## src/pkg/fqh_pkg.sv

```systemverilog
package fqh_pkg;

    // ------------------------------------------------------------------
    // Clocking of the serial link
    // ------------------------------------------------------------------
    localparam int         CORE_MHZ        = 125;
    localparam int         SCK_MAX_MHZ     = 80;
    localparam int         SAMPLE_MIN_HALF = 4;
    localparam int         SCK_RATE_HALF   = (CORE_MHZ + 2 * SCK_MAX_MHZ - 1) / (2 * SCK_MAX_MHZ);
    localparam int         SCK_HALF_CYC    = (SCK_RATE_HALF > SAMPLE_MIN_HALF) ? SCK_RATE_HALF : SAMPLE_MIN_HALF;
    localparam logic [2:0] HALF_LAST       = 3'(SCK_HALF_CYC - 1);

    // ------------------------------------------------------------------
    // Register offsets and fields
    // ------------------------------------------------------------------
    localparam logic [7:0] OFS_CTRL   = 8'h00;
    localparam logic [7:0] OFS_ADDR   = 8'h04;
    localparam logic [7:0] OFS_LEN    = 8'h08;
    localparam logic [7:0] OFS_WDATA  = 8'h0C;
    localparam logic [7:0] OFS_RDATA  = 8'h10;
    localparam logic [7:0] OFS_CFG    = 8'h14;
    localparam logic [7:0] OFS_STATUS = 8'h18;
    localparam int         CTRL_FOUR_BIT  = 2;
    localparam int         CTRL_START_BIT = 3;
    localparam logic [9:0] LEN_RESET  = 10'h001;
    localparam logic [16:0] CFG_RESET = 17'h0_6808;
    localparam logic [9:0] PAGE_SMALL = 10'h100;
    localparam logic [9:0] PAGE_LARGE = 10'h200;
    localparam logic [5:0] LEARN_EDGES = 6'h08;

    // ------------------------------------------------------------------
    // Opcodes and fixed values sent to the flash
    // ------------------------------------------------------------------
    localparam logic [7:0] OP_READ         = 8'hED;
    localparam logic [7:0] OP_READ4        = 8'hEE;
    localparam logic [7:0] OP_PROG         = 8'h02;
    localparam logic [7:0] OP_PROG4        = 8'h12;
    localparam logic [7:0] OP_WRITE_ENABLE = 8'h06;
    localparam logic [7:0] OP_STATUS_READ  = 8'h05;
    localparam logic [7:0] MODE_BITS       = 8'h00;

    typedef enum logic [1:0] {
        CMD_READ     = 2'h0,
        CMD_PROG     = 2'h1,
        CMD_WRITE_EN = 2'h2,
        CMD_STATUS   = 2'h3
    } fqh_cmd_t;

    typedef enum logic [3:0] {
        ST_IDLE, ST_INSTR, ST_ADDR, ST_MODE, ST_DUMMY, ST_RDATA, ST_WDATA, ST_GAP, ST_HOLD
    } fqh_state_t;

    typedef struct packed {
        logic [7:0] learn_pattern;
        logic       page512;
        logic       learn_en;
        logic       quad_peripheral_mode;
        logic       addr4;
        logic       quad_en;
        logic [3:0] latency;
    } fqh_cfg_t;

endpackage

```

## src/hw/fqh_ctrl.sv

```systemverilog
// Our own choices: the APB slave port and the placing of the registers.
`timescale 1ns/1ns
module fqh_ctrl
    import fqh_pkg::*;
(
    input  wire logic        CORE_CLK_I,
    input  wire logic        ARST_N_I,
    input  wire logic        PSEL_I,
    input  wire logic        PENABLE_I,
    input  wire logic        PWRITE_I,
    input  wire logic [7:0]  PADDR_I,
    input  wire logic [31:0] PWDATA_I,
    output logic      [31:0] PRDATA_O,
    output logic             PREADY_O,
    output logic             PSLVERR_O,
    output logic             SCK_O,
    output logic             CS_N_O,
    input  wire logic [3:0]  IO_I,
    output logic      [3:0]  IO_O,
    output logic      [3:0]  IO_OE_O
);

    fqh_state_t  state_ff;
    fqh_cmd_t    op_ff;
    fqh_cfg_t    cfg_ff;
    logic [31:0] addr_ff;
    logic [9:0]  len_ff;
    logic [9:0]  left_ff;
    logic        four_ff;
    logic        sck_ff;
    logic        cs_n_ff;
    logic [2:0]  hcnt_ff;
    logic [5:0]  cnt_ff;
    logic [3:0]  bcnt_ff;
    logic [31:0] sh_ff;
    logic [7:0]  rx_sh_ff;
    logic [7:0]  rx_data_ff;
    logic        rx_valid_ff;
    logic [7:0]  tx_data_ff;
    logic        tx_valid_ff;
    logic        need_ff;
    logic        skip_ff;
    logic        wen_seen_ff;
    logic        refused_ff;
    logic        wrap_ff;
    logic [7:0]  learn_ff;
    logic [31:0] prdata_ff;

    logic [3:0]  io_s;
    logic        wr;
    logic        rd;
    logic        start_req;
    logic        start_ok;
    fqh_cmd_t    cmd_w;
    logic        four_w;
    logic [7:0]  opcode;
    logic        active;
    logic        ddr;
    logic        w4;
    logic        stall;
    logic        run;
    logic        edge_t;
    logic        sample;
    logic [3:0]  epb;
    logic [5:0]  addr_nib;
    logic [7:0]  rx_next;
    logic [31:0] sh_shift;

    // ------------------------------------------------------------------
    // Pin synchronisers and APB decode
    // ------------------------------------------------------------------
    fqh_sync u_sync (
        .clk_i    (CORE_CLK_I),
        .arst_n_i (ARST_N_I),
        .d_i      (IO_I),
        .q_o      (io_s)
    );

    assign wr        = PSEL_I & PENABLE_I & PWRITE_I;
    assign rd        = PSEL_I & PENABLE_I & ~PWRITE_I;
    assign PREADY_O  = 1'b1;
    assign PSLVERR_O = PSEL_I & PENABLE_I & ((PADDR_I > OFS_STATUS) | (PADDR_I[1:0] != 2'b00));
    assign PRDATA_O  = prdata_ff;
    assign cmd_w     = fqh_cmd_t'(PWDATA_I[1:0]);
    assign four_w    = PWDATA_I[CTRL_FOUR_BIT];
    assign start_req = wr && (PADDR_I == OFS_CTRL) && PWDATA_I[CTRL_START_BIT] && (state_ff == ST_IDLE);

    always_comb begin
        start_ok = start_req && (len_ff != 10'h000);
        case (cmd_w)
            CMD_READ: start_ok = start_ok && cfg_ff.quad_en;
            CMD_PROG: start_ok = start_ok && wen_seen_ff;
            default:  start_ok = start_ok;
        endcase
    end

    always_comb begin
        case (cmd_w)
            CMD_READ:     opcode = four_w ? OP_READ4 : OP_READ;
            CMD_PROG:     opcode = four_w ? OP_PROG4 : OP_PROG;
            CMD_WRITE_EN: opcode = OP_WRITE_ENABLE;
            default:      opcode = OP_STATUS_READ;
        endcase
    end

    // ------------------------------------------------------------------
    // Serial clock timing
    // ------------------------------------------------------------------
    assign active = (state_ff == ST_INSTR) || (state_ff == ST_ADDR) || (state_ff == ST_MODE) ||
                    (state_ff == ST_DUMMY) || (state_ff == ST_RDATA) || (state_ff == ST_WDATA);
    assign ddr    = (op_ff == CMD_READ) && (state_ff inside {ST_ADDR, ST_MODE, ST_DUMMY, ST_RDATA});
    assign w4     = ddr || cfg_ff.quad_peripheral_mode;
    assign stall  = ((state_ff == ST_WDATA) && need_ff) ||
                    ((state_ff == ST_RDATA) && rx_valid_ff && (bcnt_ff == 4'h1));
    assign run    = (active && !stall) || ((state_ff == ST_GAP) && sck_ff);
    assign edge_t = run && (hcnt_ff == HALF_LAST);
    assign sample = edge_t && active && (ddr ? !skip_ff : !sck_ff);
    assign epb      = w4 ? 4'h2 : 4'h8;
    assign addr_nib = four_ff ? 6'h08 : 6'h06;
    assign rx_next  = w4 ? {rx_sh_ff[3:0], io_s} : {rx_sh_ff[6:0], io_s[1]};
    assign sh_shift = w4 ? {sh_ff[27:0], 4'h0} : {sh_ff[30:0], 1'b0};

    always_ff @(posedge CORE_CLK_I or negedge ARST_N_I) begin
        if (!ARST_N_I) begin
            hcnt_ff <= 3'h0;
            sck_ff  <= 1'b0;
        end else begin
            if ((!run && state_ff != ST_HOLD) || hcnt_ff == HALF_LAST) begin
                hcnt_ff <= 3'h0;
            end else begin
                hcnt_ff <= hcnt_ff + 3'h1;
            end
            if (edge_t) begin
                sck_ff <= ~sck_ff;
            end
        end
    end

    always_ff @(posedge CORE_CLK_I or negedge ARST_N_I) begin
        if (!ARST_N_I) begin
            cs_n_ff <= 1'b1;
        end else if (start_ok) begin
            cs_n_ff <= 1'b0;
        end else if (state_ff == ST_GAP && !sck_ff) begin
            cs_n_ff <= 1'b1;
        end
    end

    // ------------------------------------------------------------------
    // Command sequencer
    // ------------------------------------------------------------------
    always_ff @(posedge CORE_CLK_I or negedge ARST_N_I) begin
        if (!ARST_N_I) begin
            state_ff <= ST_IDLE;
            op_ff    <= CMD_READ;
            four_ff  <= 1'b0;
            sh_ff    <= 32'h0000_0000;
            cnt_ff   <= 6'h00;
            bcnt_ff  <= 4'h0;
            left_ff  <= 10'h000;
            rx_sh_ff <= 8'h00;
            need_ff  <= 1'b0;
            skip_ff  <= 1'b0;
        end else begin
            if (edge_t) begin
                skip_ff <= 1'b0;
            end
            case (state_ff)
                ST_IDLE: begin
                    if (start_ok) begin
                        state_ff <= ST_INSTR;
                        op_ff    <= cmd_w;
                        four_ff  <= four_w | cfg_ff.addr4;
                        sh_ff    <= {opcode, 24'h00_0000};
                        cnt_ff   <= cfg_ff.quad_peripheral_mode ? 6'h02 : 6'h08;
                        left_ff  <= len_ff;
                    end
                end
                ST_INSTR: begin
                    if (sample) begin
                        sh_ff  <= sh_shift;
                        cnt_ff <= cnt_ff - 6'h01;
                        if (cnt_ff == 6'h01) begin
                            sh_ff   <= four_ff ? addr_ff : {addr_ff[23:0], 8'h00};
                            cnt_ff  <= (op_ff == CMD_READ || cfg_ff.quad_peripheral_mode) ?
                                       addr_nib : {addr_nib[3:0], 2'b00};
                            bcnt_ff <= epb;
                            case (op_ff)
                                CMD_READ: begin
                                    state_ff <= ST_ADDR;
                                    skip_ff  <= 1'b1;
                                end
                                CMD_PROG:     state_ff <= ST_ADDR;
                                CMD_WRITE_EN: state_ff <= ST_GAP;
                                default:      state_ff <= ST_RDATA;
                            endcase
                        end
                    end
                end
                ST_ADDR: begin
                    if (sample) begin
                        sh_ff  <= sh_shift;
                        cnt_ff <= cnt_ff - 6'h01;
                        if (cnt_ff == 6'h01) begin
                            if (op_ff == CMD_READ) begin
                                state_ff <= ST_MODE;
                                sh_ff    <= {MODE_BITS, 24'h00_0000};
                                cnt_ff   <= 6'h02;
                            end else begin
                                state_ff <= ST_WDATA;
                                need_ff  <= 1'b1;
                                bcnt_ff  <= epb;
                            end
                        end
                    end
                end
                ST_MODE: begin
                    if (sample) begin
                        sh_ff  <= sh_shift;
                        cnt_ff <= cnt_ff - 6'h01;
                        if (cnt_ff == 6'h01) begin
                            bcnt_ff  <= 4'h2;
                            cnt_ff   <= {1'b0, cfg_ff.latency, 1'b0};
                            state_ff <= (cfg_ff.latency == 4'h0) ? ST_RDATA : ST_DUMMY;
                        end
                    end
                end
                ST_DUMMY: begin
                    if (sample) begin
                        cnt_ff <= cnt_ff - 6'h01;
                        if (cnt_ff == 6'h01) begin
                            state_ff <= ST_RDATA;
                        end
                    end
                end
                ST_RDATA: begin
                    if (sample) begin
                        rx_sh_ff <= rx_next;
                        bcnt_ff  <= bcnt_ff - 4'h1;
                        if (bcnt_ff == 4'h1) begin
                            bcnt_ff <= epb;
                            left_ff <= left_ff - 10'h001;
                            if (left_ff == 10'h001) begin
                                state_ff <= ST_GAP;
                            end
                        end
                    end
                end
                ST_WDATA: begin
                    if (need_ff) begin
                        if (tx_valid_ff) begin
                            sh_ff   <= {tx_data_ff, 24'h00_0000};
                            need_ff <= 1'b0;
                        end
                    end else if (sample) begin
                        sh_ff   <= sh_shift;
                        bcnt_ff <= bcnt_ff - 4'h1;
                        if (bcnt_ff == 4'h1) begin
                            bcnt_ff <= epb;
                            left_ff <= left_ff - 10'h001;
                            if (left_ff == 10'h001) begin
                                state_ff <= ST_GAP;
                            end else begin
                                need_ff <= 1'b1;
                            end
                        end
                    end
                end
                ST_GAP: begin
                    if (!sck_ff) begin
                        state_ff <= ST_HOLD;
                    end
                end
                ST_HOLD: begin
                    if (hcnt_ff == HALF_LAST) begin
                        state_ff <= ST_IDLE;
                    end
                end
                default: state_ff <= ST_IDLE;
            endcase
        end
    end

    assign SCK_O   = sck_ff;
    assign CS_N_O  = cs_n_ff;
    assign IO_O    = w4 ? sh_ff[31:28] : {3'b000, sh_ff[31]};
    assign IO_OE_O = (state_ff inside {ST_INSTR, ST_ADDR, ST_MODE, ST_WDATA}) ?
                     (w4 ? 4'hF : 4'h1) : 4'h0;

    // ------------------------------------------------------------------
    // Data registers and status
    // ------------------------------------------------------------------
    always_ff @(posedge CORE_CLK_I or negedge ARST_N_I) begin
        if (!ARST_N_I) begin
            rx_data_ff  <= 8'h00;
            rx_valid_ff <= 1'b0;
        end else if (state_ff == ST_RDATA && sample && bcnt_ff == 4'h1) begin
            rx_data_ff  <= rx_next;
            rx_valid_ff <= 1'b1;
        end else if (rd && PADDR_I == OFS_RDATA) begin
            rx_valid_ff <= 1'b0;
        end
    end

    always_ff @(posedge CORE_CLK_I or negedge ARST_N_I) begin
        if (!ARST_N_I) begin
            tx_data_ff  <= 8'h00;
            tx_valid_ff <= 1'b0;
        end else if (wr && PADDR_I == OFS_WDATA) begin
            tx_data_ff  <= PWDATA_I[7:0];
            tx_valid_ff <= 1'b1;
        end else if (state_ff == ST_WDATA && need_ff && tx_valid_ff) begin
            tx_valid_ff <= 1'b0;
        end
    end

    always_ff @(posedge CORE_CLK_I or negedge ARST_N_I) begin
        if (!ARST_N_I) begin
            wen_seen_ff <= 1'b0;
            refused_ff  <= 1'b0;
            wrap_ff     <= 1'b0;
        end else begin
            if (start_ok && cmd_w == CMD_PROG) begin
                wen_seen_ff <= 1'b0;
            end else if (state_ff == ST_GAP && !sck_ff && op_ff == CMD_WRITE_EN) begin
                wen_seen_ff <= 1'b1;
            end
            if (start_req) begin
                refused_ff <= !start_ok;
            end
            if (start_ok) begin
                wrap_ff <= (cmd_w == CMD_PROG) &&
                           (len_ff > (cfg_ff.page512 ? PAGE_LARGE : PAGE_SMALL));
            end
        end
    end

    always_ff @(posedge CORE_CLK_I or negedge ARST_N_I) begin
        if (!ARST_N_I) begin
            learn_ff <= 8'h00;
        end else if (state_ff == ST_DUMMY && sample && cnt_ff <= LEARN_EDGES) begin
            learn_ff <= {learn_ff[6:0], io_s[0]};
        end
    end

    always_ff @(posedge CORE_CLK_I or negedge ARST_N_I) begin
        if (!ARST_N_I) begin
            cfg_ff  <= fqh_cfg_t'(CFG_RESET);
            addr_ff <= 32'h0000_0000;
            len_ff  <= LEN_RESET;
        end else if (wr && state_ff == ST_IDLE) begin
            case (PADDR_I)
                OFS_CFG:  cfg_ff  <= fqh_cfg_t'(PWDATA_I[16:0]);
                OFS_ADDR: addr_ff <= PWDATA_I;
                OFS_LEN:  len_ff  <= PWDATA_I[9:0];
                default:  len_ff  <= len_ff;
            endcase
        end
    end

    always_ff @(posedge CORE_CLK_I or negedge ARST_N_I) begin
        if (!ARST_N_I) begin
            prdata_ff <= 32'h0000_0000;
        end else if (PSEL_I && !PENABLE_I && !PWRITE_I) begin
            case (PADDR_I)
                OFS_CTRL:   prdata_ff <= {30'h0, op_ff};
                OFS_ADDR:   prdata_ff <= addr_ff;
                OFS_LEN:    prdata_ff <= {22'h0, len_ff};
                OFS_WDATA:  prdata_ff <= {24'h0, tx_data_ff};
                OFS_RDATA:  prdata_ff <= {24'h0, rx_data_ff};
                OFS_CFG:    prdata_ff <= {15'h0, cfg_ff};
                OFS_STATUS: prdata_ff <= {25'h0, wrap_ff, wen_seen_ff,
                                          cfg_ff.learn_en && (learn_ff == cfg_ff.learn_pattern),
                                          refused_ff, need_ff && !tx_valid_ff, rx_valid_ff,
                                          state_ff != ST_IDLE};
                default:    prdata_ff <= 32'h0000_0000;
            endcase
        end
    end
endmodule

```

## src/hw/fqh_sync.sv

```systemverilog
`timescale 1ns/1ns
module fqh_sync
    import fqh_pkg::*;
(
    input  wire logic       clk_i,
    input  wire logic       arst_n_i,
    input  wire logic [3:0] d_i,
    output logic      [3:0] q_o
);

    // ------------------------------------------------------------------
    // Two-stage synchroniser per pin
    // ------------------------------------------------------------------
    genvar g;
    generate
        for (g = 0; g < 4; g++) begin : g_bit
            logic meta_ff;
            logic sync_ff;
            always_ff @(posedge clk_i or negedge arst_n_i) begin
                if (!arst_n_i) begin
                    meta_ff <= 1'b0;
                    sync_ff <= 1'b0;
                end else begin
                    meta_ff <= d_i[g];
                    sync_ff <= meta_ff;
                end
            end
            assign q_o[g] = sync_ff;
        end
    endgenerate

endmodule

```

## config.mk

```make
export PLATFORM = sky130hd
export DESIGN_NAME = fqh_ctrl
export DESIGN_NICKNAME = d
export VERILOG_FILES = /design/src/pkg/fqh_pkg.sv /design/src/hw/fqh_ctrl.sv /design/src/hw/fqh_sync.sv
export SDC_FILE = /design/constraint.sdc
export NUM_CORES = 1
export LEC_CHECK = 0
export BUFFER_PORTS_ARGS = -buffer_cell sky130_fd_sc_hd__buf_2
export CAP_MARGIN = 20
export CORE_ASPECT_RATIO = 0.5
export CORE_MARGIN = 2
export CORE_UTILIZATION = 45
export CTS_BUF_LIST = sky130_fd_sc_hd__clkbuf_16
export CTS_CLUSTER_SIZE = 10
export DETAILED_ROUTE_END_ITERATION = 6
export GPL_TIMING_DRIVEN = 0
export SKIP_LAST_GASP = 1
export SLEW_MARGIN = 15
export SYNTH_ARGS = -nofsm -noshare
export SYNTH_HDL_FRONTEND = slang
export SYNTH_HIERARCHICAL = 1
export SYNTH_SLANG_ARGS = --single-unit
```

## constraint.sdc

```tcl
create_clock -name CORE_CLK_I -period 3.2 [get_ports CORE_CLK_I]
set_input_delay 0.64 -clock CORE_CLK_I [delete_from_list [all_inputs] [get_ports CORE_CLK_I]]
set_output_delay 0.64 -clock CORE_CLK_I [all_outputs]
set_load 0.005 [all_outputs]
```

==> results.txt, run 1 <==
----------------------------------------------------
[Power and ir drop]
  Internal portion of total power ... 4.04 mW
  Net switching component of the power ... 1.21 mW
  Final Power ... 5.25 mW
  Combinational power share ... 3.1%
  Static leakage ... 5.96 nW
  Sw Share ... 23.0%
  Worst-case vdd ir drop ... 308 uV
  Portion of total power attributed to the clock network ... 48.2%
  Power density over cell area ... 420 mW/mm2
  Share of power burned in registers ... 48.7%

[Yosys]
  Most used flip-flop cell after synthesis ... sky130_fd_sc_hd__dfrtp_1
  Post-synthesis compound-gate area fraction ... 17.9%
  Number of warnings printed during yosys synthesis ... 6
  Yosys top cell area share ... 45.2%
  Cell taking the most area after synthesis ... sky130_fd_sc_hd__dfrtp_1
  Count of cell types in the netlist ... 84
  Combinational family with the most area after synthesis ... compound AO/OA/AOI/OAI gates
  Adder and majority gate portion of the synthesized area ... 2.09%
  Post-synthesis sequential element count ... 201
  Synthesized cell area ... 0.0108 mm2
  Simple-gate share of the synthesized area ... 12.9%
  Most repeated cell in the gate-level netlist after synthesis ... sky130_fd_sc_hd__dfrtp_1
  Leading cell types by total area after synthesis ... sky130_fd_sc_hd__dfrtp_1, sky130_fd_sc_hd__mux2_2, sky130_fd_sc_hd__mux2i_1
  Count of flip-flops with a built-in enable after synthesis ... 0
  Mux cell area share after synthesis ... 15.5%
  Synthesized netlist net count ... 1090
  Avg Cell Area, Syn ... 10.5 um2
  Instance count of the mapped netlist ... 1023
  Ys async rst share ... 100%
  Most frequent cells after synthesis ... sky130_fd_sc_hd__dfrtp_1, sky130_fd_sc_hd__mux2_2, sky130_fd_sc_hd__a21oi_1, sky130_fd_sc_hd__nor2_1, sky130_fd_sc_hd__nand2_1
  Sequential element share of the synthesized area ... 46.7%
  XOR/XNOR Fraction of Synth Area ... 0.812%

[Worst hold path]
  Worst hold path depth ... 1
  Worst hold endpoint ... u_sync/g_bit[1].meta_ff
  Launch instance of the worst min-delay path ... IO_I[1]
  Class of the tightest hold or removal check ... primary input to flop

[Setup path]
  Capturing element type of the critical path ... primary output
  CP Data Arrival Time ... 2.50 ns
  End of the worst register-to-register path ... learn_ff[2]
  CP Launch Point ... op_ff[1]
  Startpoint of the lowest-slack register-to-register path ... state_ff[0]
  Critical path data required time ... 2.56 ns
  Worst Reg2Reg Path Length in Cells ... 7
  Flop-to-flop setup slack ... 0.32 ns
  Largest driver fanout on the critical path ... 10
  Crit Path Category ... flop to primary output
  Launching element type of the critical path ... flop

[Die]
  Core area ... 0.0232 mm2
  Effective utilization at floorplan ... 46.5%
  Die Ht ... 113 um
  IO Count ... 93
  Standard-cell rows ... 39
  Die Area ... 0.0253 mm2
  Chip width ... 223 um

[Job]
  Max capacitance violation total ... 0

[Timing]
  Slew of the pin with the lowest slew margin ... 0.910 ns
  Endpoints failing hold ... 0
  Setup tns final ... 0 ns
  Fin crit share ... 98.3%
  Setup Skew ... 0.0146 ns
  Minimum period implied by the final worst setup slack ... 3.14 ns
  Unrepaired setup endpoints after global routing ... no
  Final setup margin ... 0.0556 ns
  Max-slew violation total from the final report ... 0
  Max-Slew Margin vs Limit ... 38.8%
  Top achievable clock speed ... 318 MHz
  Final setup vio count ... 0

[Cells and area]
  Layout Nets ... 1211
  Area grow syn2layout ... 15.9%
  Proportion of layout cells with a drive suffix above 1 ... 25.3%
  Number of antenna diodes ... 0
  Utilization of the core after routing ... 53.9%
  Fill count ... 2110
  Non-Filler Cell Area, Final ... 0.0125 mm2

[Clock tree]
  Reg clk slew, reported paths ... 0.06 ns
  Clock Path Buffers ... 3
  TritonCTS clock tree ... built
  Clock insertion delay at the later pin of the skew report ... 0.55 ns
  TritonCTS Sinks ... 201
  Num CTS Buffers ... 24
  Root Buffer Master ... sky130_fd_sc_hd__clkbuf_16
  H-tree levels ... 1

[Global route]
  Number of global-route vias before repair ... 8643
  Total congestion overflow after global routing ... 0
  Total GRT Usage ... 25.8%
  Maximum number of pins on one net before global-route repair ... 85
  Global-route wire length before repair ... 50.6 mm
  Number of antenna violations at the first check in global routing ... 0

[Detailed routing]
  DR iter-0 viols ... 901
  Mean number of vias per cell ... 5.93
  Post-Route WL ... 32.0 mm
  Via Count ... 8703
  Antenna-violating nets left ... 0
  Routed WL per cell ... 21.8 um
  Drt drc ... 0
  Pre-antenna DRT Iters ... 5

[Placement]
  Minimum setup slack after placement ... 0.0137 ns
  RePlAce Congestion ... 0.941
  Port Buf Inserts ... 90
  Placed cell area ... 0.0117 mm2
  Detail Placement HPWL ... 23.9 mm

[Outcome]
  Status ... finished clean

----------------------------------------------------
==> sequential cells by signal (all words and copies together), names as in the netlist, 2 cells and up <==
signal and count:
PRDATA_O 32, addr_ff 32, bcnt_ff 4, cfg_ff 17
cnt_ff 6, hcnt_ff 3, learn_ff 8, left_ff 10
len_ff 10, op_ff 2, rx_data_ff 8, rx_sh_ff 7
sh_ff 32, state_ff 4, tx_data_ff 8, u_sync/g_bit.meta_ff 4
u_sync/g_bit.sync_ff 4
==> worst max-delay path, cell delays in order (launching register included) <==
cell,delay (ns)
sky130_fd_sc_hd__dfrtp_2,0.47
sky130_fd_sc_hd__or2_4,0.30
sky130_fd_sc_hd__or3_4,0.41
sky130_fd_sc_hd__nand2b_1,0.11
sky130_fd_sc_hd__buf_6,0.13
sky130_fd_sc_hd__buf_12,0.10
sky130_fd_sc_hd__mux2_2,0.32
sky130_fd_sc_hd__buf_2,0.12
==> power groups by stage <==
stage	Combinational, mW	Clock, mW	Sequential, mW
floorplan	0.0438	0	2.60
global placement	0.155	0	2.60
detailed placement	0.166	0	2.60
CTS	0.168	2.57	2.55
global route	0.184	2.68	2.55
finish	0.164	2.53	2.55
==> timing repair <==
action | in CTS | in global routing
resized for setup | 11 | 5
endpoints found under the setup margin | 8 | 9
pin swaps | 0 | 1
hold endpoints to repair | 41 | 0
hold buffers | 1 | 0
setup buffers | 2 | 5
==> cell usage in the layout, fill, tap and decap left out, types with 24 or more instances in the layout <==
master / synthesis / final
sky130_fd_sc_hd__nor2_1: 73 / 71
sky130_fd_sc_hd__clkbuf_16: 0 / 24
sky130_fd_sc_hd__clkbuf_1: 34 / 30
sky130_fd_sc_hd__a21oi_1: 82 / 82
sky130_fd_sc_hd__buf_2: 17 / 101
sky130_fd_sc_hd__inv_1: 22 / 37
sky130_fd_sc_hd__mux2_2: 99 / 99
sky130_fd_sc_hd__dfrtp_1: 195 / 193
sky130_fd_sc_hd__o21ai_0: 53 / 53
sky130_fd_sc_hd__mux2i_1: 55 / 55
sky130_fd_sc_hd__o2bb2ai_1: 38 / 38
sky130_fd_sc_hd__nand2_1: 68 / 68
==> worst max path at each step <==
stage / endpoint / cells after the start
6_report: IO_O[0] / 7
3_3_place_gp: hcnt_ff[1] / 1
2_1_floorplan: PSLVERR_O / 5
3_5_place_dp: PSLVERR_O / 6
5_1_grt: IO_O[0] / 7
4_1_cts: IO_O[0] / 8
==> per-layer routing <==
metal	vias up	GRT usage [%]	share of wire [%]
met5	-	0	0
met4	0	6.40	2.1
met3	41	5.38	7.5
met2	281	38.4	42
met1	4376	38.6	48
li1	4005	-	-
==> metrics by stage <==
step	std cells	hold WS, ns
global route	1467	0.189
detailed placement	1422	0.335
CTS	1464	0.186
global placement	1420	0.333
finish	1467	0.200
floorplan	1023	0.331
==> final cells by class <==
type | instances | area, um2 | share of cell area [%]
Buffer | 65 | 355 | 2.84
Clock buffer | 24 | 601 | 4.81
Clock inverter | 18 | 120 | 0.961
Inverter | 23 | 86.3 | 0.691
Multi-Input combinational cell | 728 | 5330 | 42.6
Sequential cell | 201 | 5040 | 40.3
Tap cell | 307 | 384 | 3.07
Timing Repair Buffer | 101 | 583 | 4.67
==> logic make-up (layout without fill, tap and decap cells) <==
group           after synthesis  in the layout
simple gates                264            264
other cells                   1              1
fa+ha+maj                    18             18
buf+inv                      94            231
xor+xnor                     10             10
flops                       201            201
mux                         155            155
compound gates              280            280
No activity file was read; power rests on OpenSTA's default activity.
==> run 2, diff against run 1 <==
CELL_PAD_IN_SITES_DETAIL_PLACEMENT = 1   (was not set)
CELL_PAD_IN_SITES_GLOBAL_PLACEMENT = 2   (was not set)
CORE_UTILIZATION = 40   (was 45)
PLACE_DENSITY_LB_ADDON = 0.1   (was not set)
==> run 2 against run 1 <==
- sequential cell count unchanged
- global-route usage decreased by 0.26 points
- setup slack improved by 0.022 ns
- worst hold slack got worse by 0.017 ns
- critical path depth increased by 1
- utilization decreased by 6.5 points
- largest cell class unchanged
- largest power group unchanged
- highest routed layer unchanged
==> results.txt, run 2 (synthesis gave the netlist of run 1 again) <==
----------------------------------------------------
[Detailed routing]
  Pre-antenna DRT Iters ... 5
  Routed WL per cell ... 23.5 um
  Antenna-violating nets left ... 0
  Via Count ... 8843
  Drt drc ... 0
  Mean number of vias per cell ... 5.83
  DR iter-0 viols ... 720
  Post-Route WL ... 35.7 mm

[Timing]
  Endpoints failing hold ... 0
  Setup tns final ... 0 ns
  Max-slew violation total from the final report ... 0
  Unrepaired setup endpoints after global routing ... no
  Setup Skew ... 0.0265 ns
  Fin crit share ... 97.6%
  Worst Hold Margin ... 0.184 ns
  Minimum period implied by the final worst setup slack ... 3.12 ns
  Max-Slew Margin vs Limit ... 30.9%
  Slew of the pin with the lowest slew margin ... 1.03 ns
  Final setup vio count ... 0
  Top achievable clock speed ... 320 MHz

[Clock tree]
  TritonCTS clock tree ... built
  Reg clk slew, reported paths ... 0.06 ns
  Clock Path Buffers ... 3
  H-tree levels ... 1
  TritonCTS Sinks ... 201
  Root Buffer Master ... sky130_fd_sc_hd__clkbuf_16
  Num CTS Buffers ... 24
  Clock insertion delay at the later pin of the skew report ... 0.56 ns

[Setup path]
  Largest driver fanout on the critical path ... 10
  Slowest cell on the critical path ... sky130_fd_sc_hd__or3_4
  Crit path buffers/inverters ... 4
  CP cell instances ... buf_6 > or2_4 > or3_4 > nand2b_4 > buf_6 > buf_12 > mux2_2 > buf_2
  CP Data Arrival Time ... 2.48 ns
  Worst path max stage delay ... 0.42 ns
  Capturing element type of the critical path ... primary output
  Critical path data required time ... 2.56 ns
  Launching element type of the critical path ... flop
  Crit Path Category ... flop to primary output
  Crit-path leading delay family ... simple AND/OR/NAND/NOR gates
  Most used cell along the critical path ... sky130_fd_sc_hd__buf_6

[Cells and area]
  Proportion of layout cells with a drive suffix above 1 ... 25.6%
  Highest-count cells in the layout ignoring fill and taps ... sky130_fd_sc_hd__dfrtp_1, sky130_fd_sc_hd__buf_2, sky130_fd_sc_hd__mux2_2, sky130_fd_sc_hd__a21oi_1, sky130_fd_sc_hd__nor2_1
  Layout Nets ... 1215
  Non-Filler Cell Area, Final ... 0.0126 mm2
  Area grow syn2layout ... 16.5%
  Leading cell type in the layout, fill and taps excluded ... sky130_fd_sc_hd__dfrtp_1
  Number of antenna diodes ... 0
  Layout Cells excl Fill ... 1516
  Fill count ... 2967

[Global route]
  Number of global-route vias before repair ... 8921
  Global-route wire length before repair ... 55.1 mm
  Total GRT Usage ... 25.6%
  Total congestion overflow after global routing ... 0
  Maximum number of pins on one net before global-route repair ... 100
  Number of antenna violations at the first check in global routing ... 0

[Placement]
  Placed cell area ... 0.0117 mm2
  Number of cells in the design after placement ... 1468
  Detail Placement HPWL ... 26.6 mm
  RePlAce Congestion ... 0.908
  Port Buf Inserts ... 90

[Die]
  Die Ht ... 120 um
  Core area ... 0.0265 mm2
  Effective utilization at floorplan ... 40.7%
  Standard-cell rows ... 42
  Chip width ... 236 um
  Die Area ... 0.0284 mm2
  IO Count ... 93

[Power and ir drop]
  Worst-case vdd ir drop ... 281 uV
  Power density over cell area ... 416 mW/mm2
  Static leakage ... 5.98 nW

[Worst hold path]
  Class of the tightest hold or removal check ... primary input to flop

[Job]
  Max capacitance violation total ... 0

[Outcome]
  Status ... finished clean

----------------------------------------------------
-- run 2: cell count changes in the layout (fill, tap and decap cells not counted), sizes merged --
cell,before,now
buf,133,134
inv,38,39
bufinv,1,0
clkbuf,56,59
-- run 2: area by class of cell --
type	instances	area (um2)	share of cell area, %
multi-input combinational	728	5330	42.4
sequential	201	5040	40.1
clock buffer	24	601	4.78
timing repair buffer	102	591	4.70
tap	352	440	3.50
buffer	68	383	3.05
clock inverter	18	98.8	0.786
inverter	23	86.3	0.687
-- run 2: routing by layer --
layer / wire (um) / part of all wire, % / GRT usage (%) / up-vias
met5: 0 / 0 / 0 / -
met4: 777 / 2.2 / 6.01 / 0
met3: 1990 / 5.6 / 4.88 / 61
met2: 15000 / 42 / 37.8 / 215
met1: 17900 / 50 / 38.5 / 4540
li1: - / - / - / 4027
-- run 2: timing repair --
item                                   CTS  global route
buffers inserted                         3             5
setup endpoints to repair                9             7
endpoints found under the hold margin   25             0
hold buffers                             1             0
pin swaps                                2             1
resized for setup                       15             7
-- run 2: stage by stage --
stage | power, mW | util (%) | setup slack [ns]
after global routing | 5.42 | 47.5 | 0.00807
after global placement | 2.76 | 44.1 | -2.10
after detailed placement | 2.77 | 44.4 | -0.0787
after CTS | 5.28 | 47.3 | 0.0291
final | 5.23 | 47.5 | 0.0778
after floorplan | 2.64 | - | 0.579
-- run 2: worst paths after layout --
kind                                               from                      end  slack (ns)  depth (start not counted)
max in group asynchronous                      ARST_N_I               cfg_ff[13]        1.50                          4
worst min-delay path                            IO_I[2]  u_sync/g_bit[2].meta_ff        0.18                          1
worst max register to register              state_ff[0]                sh_ff[23]        0.20                          8
worst min register to register  u_sync/g_bit[0].meta_ff  u_sync/g_bit[0].sync_ff        0.35                          0
worst max-delay path                           op_ff[1]                  IO_O[0]        0.08                          8
min in group asynchronous                      ARST_N_I               bcnt_ff[0]        0.53                          2
-- run 2: where the power goes --
group          internal (mW)  total, mW  switching [mW]
combinational         0.0518      0.167           0.115
sequential              2.55       2.55         0.00379
clock                   1.36       2.51            1.15
-- run 2: worst register-to-register path, cell delays in order, from the launching register on --
cell	delay (ns)
sky130_fd_sc_hd__dfrtp_1	0.45
sky130_fd_sc_hd__clkbuf_4	0.26
sky130_fd_sc_hd__or3b_1	0.44
sky130_fd_sc_hd__a21oi_1	0.40
sky130_fd_sc_hd__nand4_1	0.33
sky130_fd_sc_hd__nand2_1	0.43
sky130_fd_sc_hd__buf_2	0.33
sky130_fd_sc_hd__a21oi_1	0.13
sky130_fd_sc_hd__o2bb2ai_1	0.16
